--- config.mk ---
export PLATFORM = sky130hd
export DESIGN_NAME = rsa_core
export DESIGN_NICKNAME = d
export VERILOG_FILES = /design/src/core/rsa_pkg.sv /design/src/core/rsa_core.sv
export SDC_FILE = /design/constraint.sdc
export NUM_CORES = 1
export LEC_CHECK = 0
export BUFFER_PORTS_ARGS = -buffer_cell sky130_fd_sc_hd__buf_2
export CAP_MARGIN = 20
export CORE_UTILIZATION = 45
export DETAILED_ROUTE_END_ITERATION = 16
export HOLD_SLACK_MARGIN = 0.12
export PLACE_DENSITY_LB_ADDON = 0.12
export SYNTH_ARGS = -nofsm -noshare
export SYNTH_HDL_FRONTEND = slang
export SYNTH_SLANG_ARGS = --single-unit
export TNS_END_PERCENT = 1
--- constraint.sdc ---
create_clock -name clock -period 5.3 [get_ports clock]
set_input_delay 0.795 -clock clock [delete_from_list [all_inputs] [get_ports clock]]
set_output_delay 0.795 -clock clock [all_outputs]
set_load 0.01 [all_outputs]
--- src/core/rsa_pkg.sv ---
// Constants for the serial access port and clock-rate trim of the RTC.
// Assumes a single 10 MHz system clock; all pins are synchronised inside the core.
package rsa_pkg;

  ////////////////////////////////////////////////////////////////////////////
  // Clock and correction period timing
  localparam int unsigned CLK_HZ          = 10_000_000;
  localparam int unsigned CLK_PERIOD_NS   = 100;
  localparam int unsigned COARSE_PERIOD_S = 20;
  localparam int unsigned FINE_PERIOD_S   = 60;
  localparam int unsigned COARSE_CYCLES   = COARSE_PERIOD_S * CLK_HZ;
  localparam int unsigned FINE_CYCLES     = FINE_PERIOD_S * CLK_HZ;
  localparam int unsigned PERIOD_W        = 30;

  ////////////////////////////////////////////////////////////////////////////
  // Command byte layout: fixed code, group, select, read/write
  localparam logic [3:0] CMD_CODE     = 4'h6;
  localparam logic [1:0] GRP_STATUS   = 2'h0;
  localparam logic [1:0] GRP_REALTIME = 2'h1;
  localparam logic [1:0] GRP_ALARM    = 2'h2;
  localparam logic [1:0] GRP_AUX      = 2'h3;

  ////////////////////////////////////////////////////////////////////////////
  // Second status register fields
  localparam int unsigned S2_ALARM1_BIT = 1;
  localparam int unsigned S2_A2EN_BIT   = 6;

  ////////////////////////////////////////////////////////////////////////////
  // Byte lengths, trim layout and reset values
  localparam logic [1:0] LEN_SHORT = 2'h1;
  localparam logic [1:0] LEN_ALARM = 2'h3;
  localparam logic [1:0] LEN_NONE  = 2'h0;
  localparam int unsigned ALARM_BYTES = 6;
  localparam int unsigned TRIM_FINE_BIT = 0;
  localparam logic signed [18:0] STEP_PPB_COARSE = 19'sh00bec;
  localparam logic signed [18:0] STEP_PPB_FINE   = 19'sh003f9;
  localparam logic [7:0] STATUS1_RESET = 8'h00;
  localparam logic [7:0] STATUS2_RESET = 8'h00;
  localparam logic [7:0] ALARM_RESET   = 8'h00;
  localparam logic [7:0] TRIM_RESET    = 8'h00;
  localparam logic [7:0] FREE_RESET    = 8'h00;

  ////////////////////////////////////////////////////////////////////////////
  // Serial port states
  typedef enum logic [3:0] {
    ST_IDLE = 4'b0001,
    ST_CMD  = 4'b0010,
    ST_RD   = 4'b0100,
    ST_WR   = 4'b1000
  } rsa_state_t;

endpackage

--- src/core/rsa_core.sv ---
// Serial register port and clock-rate trim of a low-power RTC.
// Assumes the host drives chip_select and serial_clock; the data line is resolved outside.
// How it works
// - Host changes data on falling clock edges; device samples on rising edges.
// - Eighth sampled bit high enters the read state for the addressed register.
// - In read, register bits are driven out on each following falling edge.
// - Eighth sampled bit low enters write; following bits go into chosen register.
// - Fewer than eight clocks after select: wait, no read or write.
// - Status command select bit picks first or second status register.
// - Alarm command select bit picks first or second alarm register.
// - First alarm is three bytes in alarm mode, else one free byte.
// - Second alarm is three bytes while its enable bit is set.
// - Trim bit0 low: step 3.052 ppm, range +192.3 to -195.3 ppm.
// - Trim bit0 high: step 1.017 ppm, range +64.1 to -65.1 ppm.
// - Trim bits 7..1 are signed count, bit1 MSB; zero means no correction.
// - Trim applied every 20 s with bit0 low, every 60 s high.
`timescale 1ns/10ps
module rsa_core #(
  parameter int unsigned COARSE_CYCLES = rsa_pkg::COARSE_CYCLES,
  parameter int unsigned FINE_CYCLES   = rsa_pkg::FINE_CYCLES
) (
  input  wire logic               clock,
  input  wire logic               srst,
  input  wire logic               chip_select,
  input  wire logic               serial_clock,
  input  wire logic               serial_data_in,
  output logic                    serial_data_out,
  output logic                    serial_data_oe,
  output logic                    alarm1_mode,
  output logic                    second_alarm_enable,
  output logic                    trim_apply,
  output logic signed [18:0]      trim_ppb
);

  ////////////////////////////////////////////////////////////////////////////
  // Functions
  // Byte length of the addressed register
  function automatic logic [1:0] byte_len(input logic [2:0] cmd, input logic a1, input logic a2);
    byte_len = rsa_pkg::LEN_SHORT;
    if (cmd[2:1] == rsa_pkg::GRP_REALTIME) begin
      byte_len = rsa_pkg::LEN_NONE;
    end else if (cmd[2:1] == rsa_pkg::GRP_ALARM) begin
      if ((!cmd[0] && a1) || (cmd[0] && a2)) begin
        byte_len = rsa_pkg::LEN_ALARM;
      end
    end
  endfunction
  // Alarm storage index from select bit and byte number
  function automatic logic [2:0] alarm_index(input logic sel, input logic [1:0] idx);
    alarm_index = sel ? 3'(3'h3 + {1'b0, idx}) : {1'b0, idx};
  endfunction

  ////////////////////////////////////////////////////////////////////////////
  // Declarations
  logic                  cs_q1, cs_q2, cs_q3;
  logic                  sck_q1, sck_q2, sck_q3;
  logic                  sdi_q1, sdi_q2;
  logic                  sck_rise, sck_fall, cs_start;
  rsa_pkg::rsa_state_t   state;
  logic [2:0]            bit_cnt;
  logic [1:0]            byte_cnt;
  logic [6:0]            cmd_sh;
  logic [7:0]            next_cmd;
  logic [2:0]            cmd_reg;
  logic [7:0]            shift;
  logic [7:0]            next_wr;
  logic [1:0]            cur_len;
  logic                  in_range;
  logic                  wr_commit;
  logic [2:0]            rd_cmd;
  logic [1:0]            rd_idx;
  logic [7:0]            rd_data;
  logic [7:0]            status1, status2;
  logic [7:0]            alarm [0:rsa_pkg::ALARM_BYTES-1];
  logic [7:0]            trim;
  logic [7:0]            free_reg;
  logic signed [6:0]     trim_step;
  logic [rsa_pkg::PERIOD_W-1:0] per_cnt, per_last;

  ////////////////////////////////////////////////////////////////////////////
  // Pin synchronisers and edge detect
  always_ff @(posedge clock) begin
    if (srst) begin
      cs_q1  <= 1'b0;
      cs_q2  <= 1'b0;
      cs_q3  <= 1'b0;
      sck_q1 <= 1'b1; // Idle level, no false edge
      sck_q2 <= 1'b1;
      sck_q3 <= 1'b1;
      sdi_q1 <= 1'b0;
      sdi_q2 <= 1'b0;
    end else begin
      cs_q1  <= chip_select;
      cs_q2  <= cs_q1;
      cs_q3  <= cs_q2;
      sck_q1 <= serial_clock;
      sck_q2 <= sck_q1;
      sck_q3 <= sck_q2;
      sdi_q1 <= serial_data_in;
      sdi_q2 <= sdi_q1;
    end
  end
  // Edges of the synchronised pins
  assign sck_rise  = sck_q2 & ~sck_q3;
  assign sck_fall  = ~sck_q2 & sck_q3;
  assign cs_start  = cs_q2 & ~cs_q3;
  assign next_cmd  = {cmd_sh, sdi_q2};
  assign next_wr   = {sdi_q2, shift[7:1]};
  assign cur_len   = byte_len(cmd_reg, alarm1_mode, second_alarm_enable);
  assign in_range  = byte_cnt < cur_len;
  assign wr_commit = (state == rsa_pkg::ST_WR) && sck_rise && (bit_cnt == 3'h7) && in_range;

  ////////////////////////////////////////////////////////////////////////////
  // Transfer state machine
  always_ff @(posedge clock) begin
    if (srst) begin
      state <= rsa_pkg::ST_IDLE;
    end else if (!cs_q2) begin
      state <= rsa_pkg::ST_IDLE;
    end else begin
      unique case (state)
        rsa_pkg::ST_IDLE: begin
          if (cs_start) begin
            state <= rsa_pkg::ST_CMD;
          end
        end
        rsa_pkg::ST_CMD: begin
          if (sck_rise && bit_cnt == 3'h7) begin
            if (next_cmd[7:4] != rsa_pkg::CMD_CODE) begin
              state <= rsa_pkg::ST_IDLE;
            end else if (next_cmd[0]) begin
              state <= rsa_pkg::ST_RD;
            end else begin
              state <= rsa_pkg::ST_WR;
            end
          end
        end
        rsa_pkg::ST_RD, rsa_pkg::ST_WR: state <= state;
        default: state <= rsa_pkg::ST_IDLE;
      endcase
    end
  end

  ////////////////////////////////////////////////////////////////////////////
  // Bit and byte counting, command capture, data shifting
  always_ff @(posedge clock) begin
    if (srst || !cs_q2 || state == rsa_pkg::ST_IDLE) begin
      bit_cnt  <= 3'h0;
      byte_cnt <= 2'h0;
      cmd_sh   <= 7'h00;
      cmd_reg  <= 3'h0;
      shift    <= 8'h00;
    end else if (state == rsa_pkg::ST_CMD) begin
      if (sck_rise) begin
        cmd_sh  <= next_cmd[6:0];
        bit_cnt <= 3'(bit_cnt + 3'h1);
        if (bit_cnt == 3'h7) begin
          cmd_reg <= next_cmd[3:1];
          shift   <= rd_data;
        end
      end
    end else if (state == rsa_pkg::ST_RD) begin
      if (sck_fall && in_range) begin
        bit_cnt <= 3'(bit_cnt + 3'h1);
        if (bit_cnt == 3'h7) begin
          byte_cnt <= 2'(byte_cnt + 2'h1);
          shift    <= rd_data;
        end else begin
          shift <= {1'b0, shift[7:1]};
        end
      end
    end else if (sck_rise && in_range) begin
      shift   <= next_wr;
      bit_cnt <= 3'(bit_cnt + 3'h1);
      if (bit_cnt == 3'h7) begin
        byte_cnt <= 2'(byte_cnt + 2'h1);
      end
    end
  end

  ////////////////////////////////////////////////////////////////////////////
  // Read data selection
  assign rd_cmd = (state == rsa_pkg::ST_CMD) ? next_cmd[3:1] : cmd_reg;
  assign rd_idx = (state == rsa_pkg::ST_CMD) ? 2'h0 : 2'(byte_cnt + 2'h1);
  // Byte that goes out next
  always_comb begin
    rd_data = 8'h00;
    unique case (rd_cmd[2:1])
      rsa_pkg::GRP_STATUS: rd_data = rd_cmd[0] ? status2 : status1;
      rsa_pkg::GRP_ALARM: begin
        if (rd_idx != 2'h3) begin
          rd_data = alarm[alarm_index(rd_cmd[0], rd_idx)];
        end
      end
      rsa_pkg::GRP_AUX: rd_data = rd_cmd[0] ? free_reg : trim;
      rsa_pkg::GRP_REALTIME: rd_data = 8'h00;
    endcase
  end

  ////////////////////////////////////////////////////////////////////////////
  // Data line drive
  always_ff @(posedge clock) begin
    if (srst || !cs_q2 || state != rsa_pkg::ST_RD) begin
      serial_data_out <= 1'b0;
      serial_data_oe  <= 1'b0;
    end else if (sck_fall) begin
      serial_data_out <= shift[0];
      serial_data_oe  <= in_range;
    end
  end

  ////////////////////////////////////////////////////////////////////////////
  // Register storage
  always_ff @(posedge clock) begin
    if (srst) begin
      status1  <= rsa_pkg::STATUS1_RESET;
      status2  <= rsa_pkg::STATUS2_RESET;
      trim     <= rsa_pkg::TRIM_RESET;
      free_reg <= rsa_pkg::FREE_RESET;
      for (int i = 0; i < rsa_pkg::ALARM_BYTES; i++) begin
        alarm[i] <= rsa_pkg::ALARM_RESET;
      end
    end else if (wr_commit) begin
      unique case (cmd_reg[2:1])
        rsa_pkg::GRP_STATUS: begin
          if (cmd_reg[0]) begin
            status2 <= next_wr;
          end else begin
            status1 <= next_wr;
          end
        end
        rsa_pkg::GRP_ALARM: begin
          alarm[alarm_index(cmd_reg[0], byte_cnt)] <= next_wr;
        end
        rsa_pkg::GRP_AUX: begin
          if (cmd_reg[0]) begin
            free_reg <= next_wr;
          end else begin
            trim <= next_wr;
          end
        end
        rsa_pkg::GRP_REALTIME: free_reg <= free_reg;
      endcase
    end
  end
  // Alarm modes from the second status register
  assign alarm1_mode         = status2[rsa_pkg::S2_ALARM1_BIT];
  assign second_alarm_enable = status2[rsa_pkg::S2_A2EN_BIT];

  ////////////////////////////////////////////////////////////////////////////
  // Trim step count, bit1 most significant
  always_comb begin
    trim_step = 7'sh00;
    for (int i = 0; i < 7; i++) begin
      trim_step[6-i] = trim[1+i];
    end
  end
  // Correction interval
  assign per_last = trim[rsa_pkg::TRIM_FINE_BIT] ? rsa_pkg::PERIOD_W'(FINE_CYCLES - 1)
                                                 : rsa_pkg::PERIOD_W'(COARSE_CYCLES - 1);
  // Periodic correction pulse and scaled amount
  always_ff @(posedge clock) begin
    if (srst) begin
      per_cnt    <= '0;
      trim_apply <= 1'b0;
      trim_ppb   <= 19'sh00000;
    end else begin
      trim_apply <= 1'b0;
      if (per_cnt >= per_last) begin
        per_cnt    <= '0;
        trim_apply <= (trim_step != 7'sh00);
        if (trim[rsa_pkg::TRIM_FINE_BIT]) begin
          trim_ppb <= 19'(19'(trim_step) * rsa_pkg::STEP_PPB_FINE);
        end else begin
          trim_ppb <= 19'(19'(trim_step) * rsa_pkg::STEP_PPB_COARSE);
        end
      end else begin
        per_cnt <= rsa_pkg::PERIOD_W'(per_cnt + 1'b1);
      end
    end
  end
endmodule

Word-level counts from Yosys, hierarchy flattened

Memories as Yosys holds them, arrays and structs flattened.
Cells that the tools add are included.

Bits in registers: 119
RAM bits: 48
Input bits: 5
Word-level logic and storage cells: 141
Memories: 1

Memories:

| memory | depth | bits a word | rd ports | clocked after Yosys merged registers in | write ports | line           | text |
|---|---|---|---|---|---|---|---|
| alarm  | 6     | 8           | 1        | 0                                       | 6           | rsa_core.sv:74 | `logic [7:0] alarm [0:rsa_pkg::ALARM_BYTES-1];` |

Add/sub/neg operators: 5
$mul: 2
$lt $le $gt $ge: 2
Eq/ne operators: 20
Mux-type cells: 43
Bitwise operators: 11
Reductions and logical operators: 34

Operators by type and width:

| kind                                                   | number |
|---|---|
| 2-to-1 mux 8 bit                                       | 11 |
| case mux 8 bit (4 select lines)                        | 1 |
| adder 30 x 1 -> 30 bit (second input constant)         | 1 |
| greater-or-equal comparator 30 bit                     | 1 |
| 2-to-1 mux 30 bit                                      | 1 |
| 2-to-1 mux 3 bit                                       | 9 |
| AND reduction 3 bit                                    | 8 |
| 2-to-1 mux 19 bit                                      | 1 |
| multiplier 7 x 11 -> 18 bit (second input constant)    | 1 |
| multiplier 7 x 11 -> 17 bit (second input constant)    | 1 |
| 2-to-1 mux 2 bit                                       | 8 |
| 2-to-1 mux 4 bit                                       | 4 |
| case mux 4 bit (3 select lines)                        | 1 |
| inequality test 2 bit (second input constant)          | 5 |
| equality test 2 bit (second input constant)            | 4 |
| logical AND 1 bit                                      | 8 |
| inequality test 4 x 3 -> 1 bit (second input constant) | 2 |
| inverter 1 bit                                         | 8 |
| OR reduction 2 bit                                     | 4 |
| OR reduction 8 bit                                     | 1 |
| 2-to-1 mux 1 bit                                       | 7 |
| nonzero test 7 bit                                     | 1 |
| adder 2 x 2 -> 3 bit (first input constant)            | 2 |
| equality test 2 x 1 -> 1 bit (second input constant)   | 2 |
| 18 further kinds                                       | 25 |

Logic depth before layout (Yosys ltp)

Depth in word-level cells: 13
Mapped depth: 18
Depth with buffers taken out: 17

Least setup slack after synthesis

OpenSTA, ideal clock, no wires.

Path type: register to register
Start point: reg trim[4]
End point: reg trim_ppb[17]
Library setup time: 95 ps
Data arrival time: 4492 ps
Data required time: 5205 ps
Setup slack: 712 ps
Stages on the path, launching flop included: 19
Path buffers: 1
Clock period less this slack: 4588 ps
Path through: dfxtp_1 -> inv_1 -> fa_1 -> clkbuf_1 -> inv_1 -> ha_1 -> or2_2 -> fa_1 -> inv_1 -> fa_1 -> inv_1 -> ha_1 -> o21ai_0 -> o21ai_0 -> a41oi_1 -> a21oi_1 -> xor2_1 -> nand2_1 -> a221oi_1

Longest elaborated chain between the ends: 2
Elaborated cells on any way between the ends: 3

RTL lines:

| element                                                                    | line                             | text |
|---|---|---|
| from (decl)                                                                | rsa_core.sv:75                   | `logic [7:0] trim;` |
| from (signal assigned)                                                     | rsa_core.sv:218                  | `trim <= rsa_pkg::TRIM_RESET;` |
| from (signal assigned)                                                     | rsa_core.sv:239                  | `trim <= next_wr;` |
| multiplier 7 x 11 -> 17 bit or multiplier 7 x 11 -> 18 bit (tied branches) | rsa_core.sv:275, rsa_core.sv:273 |  |
| 2-to-1 mux 19 bit *                                                        | rsa_core.sv:272                  | `if (trim[rsa_pkg::TRIM_FINE_BIT]) begin` |
| to (signal assigned)                                                       | rsa_core.sv:273                  | `trim_ppb <= 19'(19'(trim_step) * rsa_pkg::STEP_PPB_FINE);` |
| to (signal assigned)                                                       | rsa_core.sv:275                  | `trim_ppb <= 19'(19'(trim_step) * rsa_pkg::STEP_PPB_COARSE);` |
| to (decl)                                                                  | rsa_core.sv:32                   | `output logic signed [18:0] trim_ppb` |

Mark *: on every way between the ends. The rest lies on a longest branch, timed or not.
A chain may end at the register's enable or synchronous reset.

Worst setup path in the final report

Start point: reg trim[2]
End point: reg trim_ppb[18]

The elaborated chain is that of the path after synthesis.

==> results.ini <==
[status]
status=completed

[min_path]
min-delay-start=sck_q1
hold_path.class=reg2reg

[power]
p_leak_nw=5.171
power.total_mw=2.825
peakVddDrop_v=0.0002056
pwr_density_cell_nw_per_um2=234.7

[logic_synthesis]
synth_edf_count=64
synthCells=1093
yosys_warnings=0
syn_area_per_cell_sq_um=9.949
synthFlopType=dfxtp_1
ys_top_cells_by_area=dfxtp_1 22%, edfxtp_1 18%, ha_1 10%, mux2i_1 8.2%, fa_1 5.7%
synth_seq_area_share_pct=39.58
syn_area_sq_um=10870
async_flop_share_pct=0
synth_top_area_share_pct=21.91
ys_seq_elements=183
synth.distinct_cells=66
yosysTopAreaCell=dfxtp_1
synth_nets=1219

[global_routing]
grt_pass1_wl_mm=39.15
gr-usage-all-layers_pct=20.59
grt_max_degree=63
grt_overflow=0
antenna_found_initial=0
grt_pass1_vias=7360

[timing]
fin_crit_sh_pct=88.18
fmax_mhz=214.0
finClkSkew_ps=14.71
setup_viol=0
hold_viol=0
tightestPinTransition_ps=1076
period_minus_slack_ps=4673
setup_tns_ps=0
rsz0062_at_grt=no
holdWs_ps=419.5
slew_violations=0
max_slew_margin_pct=27.65

[job]
drv_cap=0

[drt]
ant_nets=0
drc=0
first_pass_iters=6
avgViaCountPerCell=5.345
drt_iter0_markers=424
wl_mm=24.62
wl_per_cell_um=16.94
via_count=7766

[clock_tree]
cts_buffer_depth=2
post_cts_resized=0
clkSinkCount=183
insertion_delay_ps=440
postCtsSetupRepairBufs=0
path_clk_slew_ps=80
htreeDepth=4
numCtsBuffers=17
clockRootBuffer=clkbuf_16
hold_buffers=0
cts_tree=done

[die]
die-height_um=157.5
die_w_um=157.5
initial_core_util_pct=46.05
die_area_sq_um=24790
ios=29
core_area_sq_um=23610
placementRows=56

[critical_path]
slowest_stage=dfxtp_1
r2r-start=trim[2]
startpoint=trim[2]
cp.arrival_ps=5000
start_kind=flop
path_max_fanout=11
crit_type=reg2reg
cp-end-kind=flop
path_common_cell=fa_1
slowest_delay_ps=630
worstPathCellList=fa_1, inv_1, fa_1, fa_1, fa_1, inv_1, ha_1, a211oi_1, o21ai_0, a21o_1, a2111oi_0, a211oi_1, xnor2_1, o21a_1
cp.required_ps=5630

[layout]
reg_top3=alarm x64, per_cnt x30, trim_ppb x19
drive_gt1_share_pct=9.612
syn_to_final_growth_pct=10.72
diodes=0
largest_reg_flops=64
largest_register=alarm
nets=1247

[place]
hpwl_mm=18.70
io_buffers=28
place_congestion=0.8846

critical path: cells and delay by family (launching register included):
kind	cells	cell delay, ps
buffers and inverters	2	140
adder cells (fa/ha/maj)	5	2240
flip-flops	1	630
XOR/XNOR	1	140
AO/OA/AOI/OAI	6	1420
layout by cell type, fill, tap and decap left out, types with 9 or more instances in the layout:
| cell type | instances |
|---|---|
| xnor2_1 | 31 |
| o21ai_0 | 29 |
| a221oi_1 | 9 |
| nor2_1 | 152 |
| buf_4 | 20 |
| a21o_1 | 14 |
| dfxtp_1 | 119 |
| nor2b_1 | 14 |
| mux2i_1 | 88 |
| nand3_1 | 23 |
| inv_1 | 83 |
| a21oi_1 | 45 |
| nand2_1 | 59 |
| buf_2 | 28 |
| ha_1 | 90 |
| fa_1 | 31 |
| nor3_1 | 21 |
| edfxtp_1 | 64 |
| and2_1 | 16 |
| nand2b_1 | 14 |
| o21a_1 | 9 |
| a211oi_1 | 13 |
| a211o_1 | 11 |
| clkbuf_16 | 17 |
| a31oi_1 | 11 |
| xor2_1 | 25 |
worst paths after layout:
check	endpoint	slack [ps]	depth (start not counted)
setup reg to reg	trim_ppb[18]	630	14
hold reg to reg	sck_q2	420	1
hold / removal	sck_q2	420	1
setup / recovery	trim_ppb[18]	630	14
synth_stat cells (25+ instances only):
cell and instances:
xnor2_1 31, edfxtp_1 64, nand2_1 59, ha_1 90
xor2_1 25, mux2i_1 89, o21ai_0 29, inv_1 83
fa_1 31, nor2_1 152, dfxtp_1 119, a21oi_1 45
clkbuf_1 27
power breakdown:
group	internal, mW	switching, mW
combinational	0.0156	0.0322
sequential	1.47	0.00877
clock	0.653	0.648
logic make-up after synthesis:
kind of cell	share of synthesized area, %
XOR/XNOR	4.510
multiplexers	9.953
AO/OA/AOI/OAI	10.09
adder cells (fa/ha/maj)	16.06
AND/OR/NAND/NOR	15.37
buffers and inverters	4.430
flip-flops	39.58
metrics by stage:
stage,area [sq um],util [%],worst slack [ps],instances
global placement,11400,48.28,692.7,1419
CTS,12030,50.93,599.0,1451
global route,12040,50.99,317.4,1453
floorplan,10870,-,712.3,1093
detailed placement,11400,48.28,654.1,1419
finish,12040,50.99,626.6,1453
routing by layer:
layer	track usage, %	wire length [um]	vias to the layer above
li1	-	-	3877
met4	4.207	197	0
met2	32.03	11140	99
met3	2.836	599	15
met5	0	0	-
met1	30.27	12680	3775
area by class of cell:
class                   count  area (sq um)
clock buffers              17         425.4
clock inverters            15         198.9
fillers                  2215         11570
inverters                  84         315.3
multi-input cells         787          6107
flip-flops and latches    183          4304
well taps                 319         399.1
repair buffers             48         290.3
(Power assumes the default switching activity.)
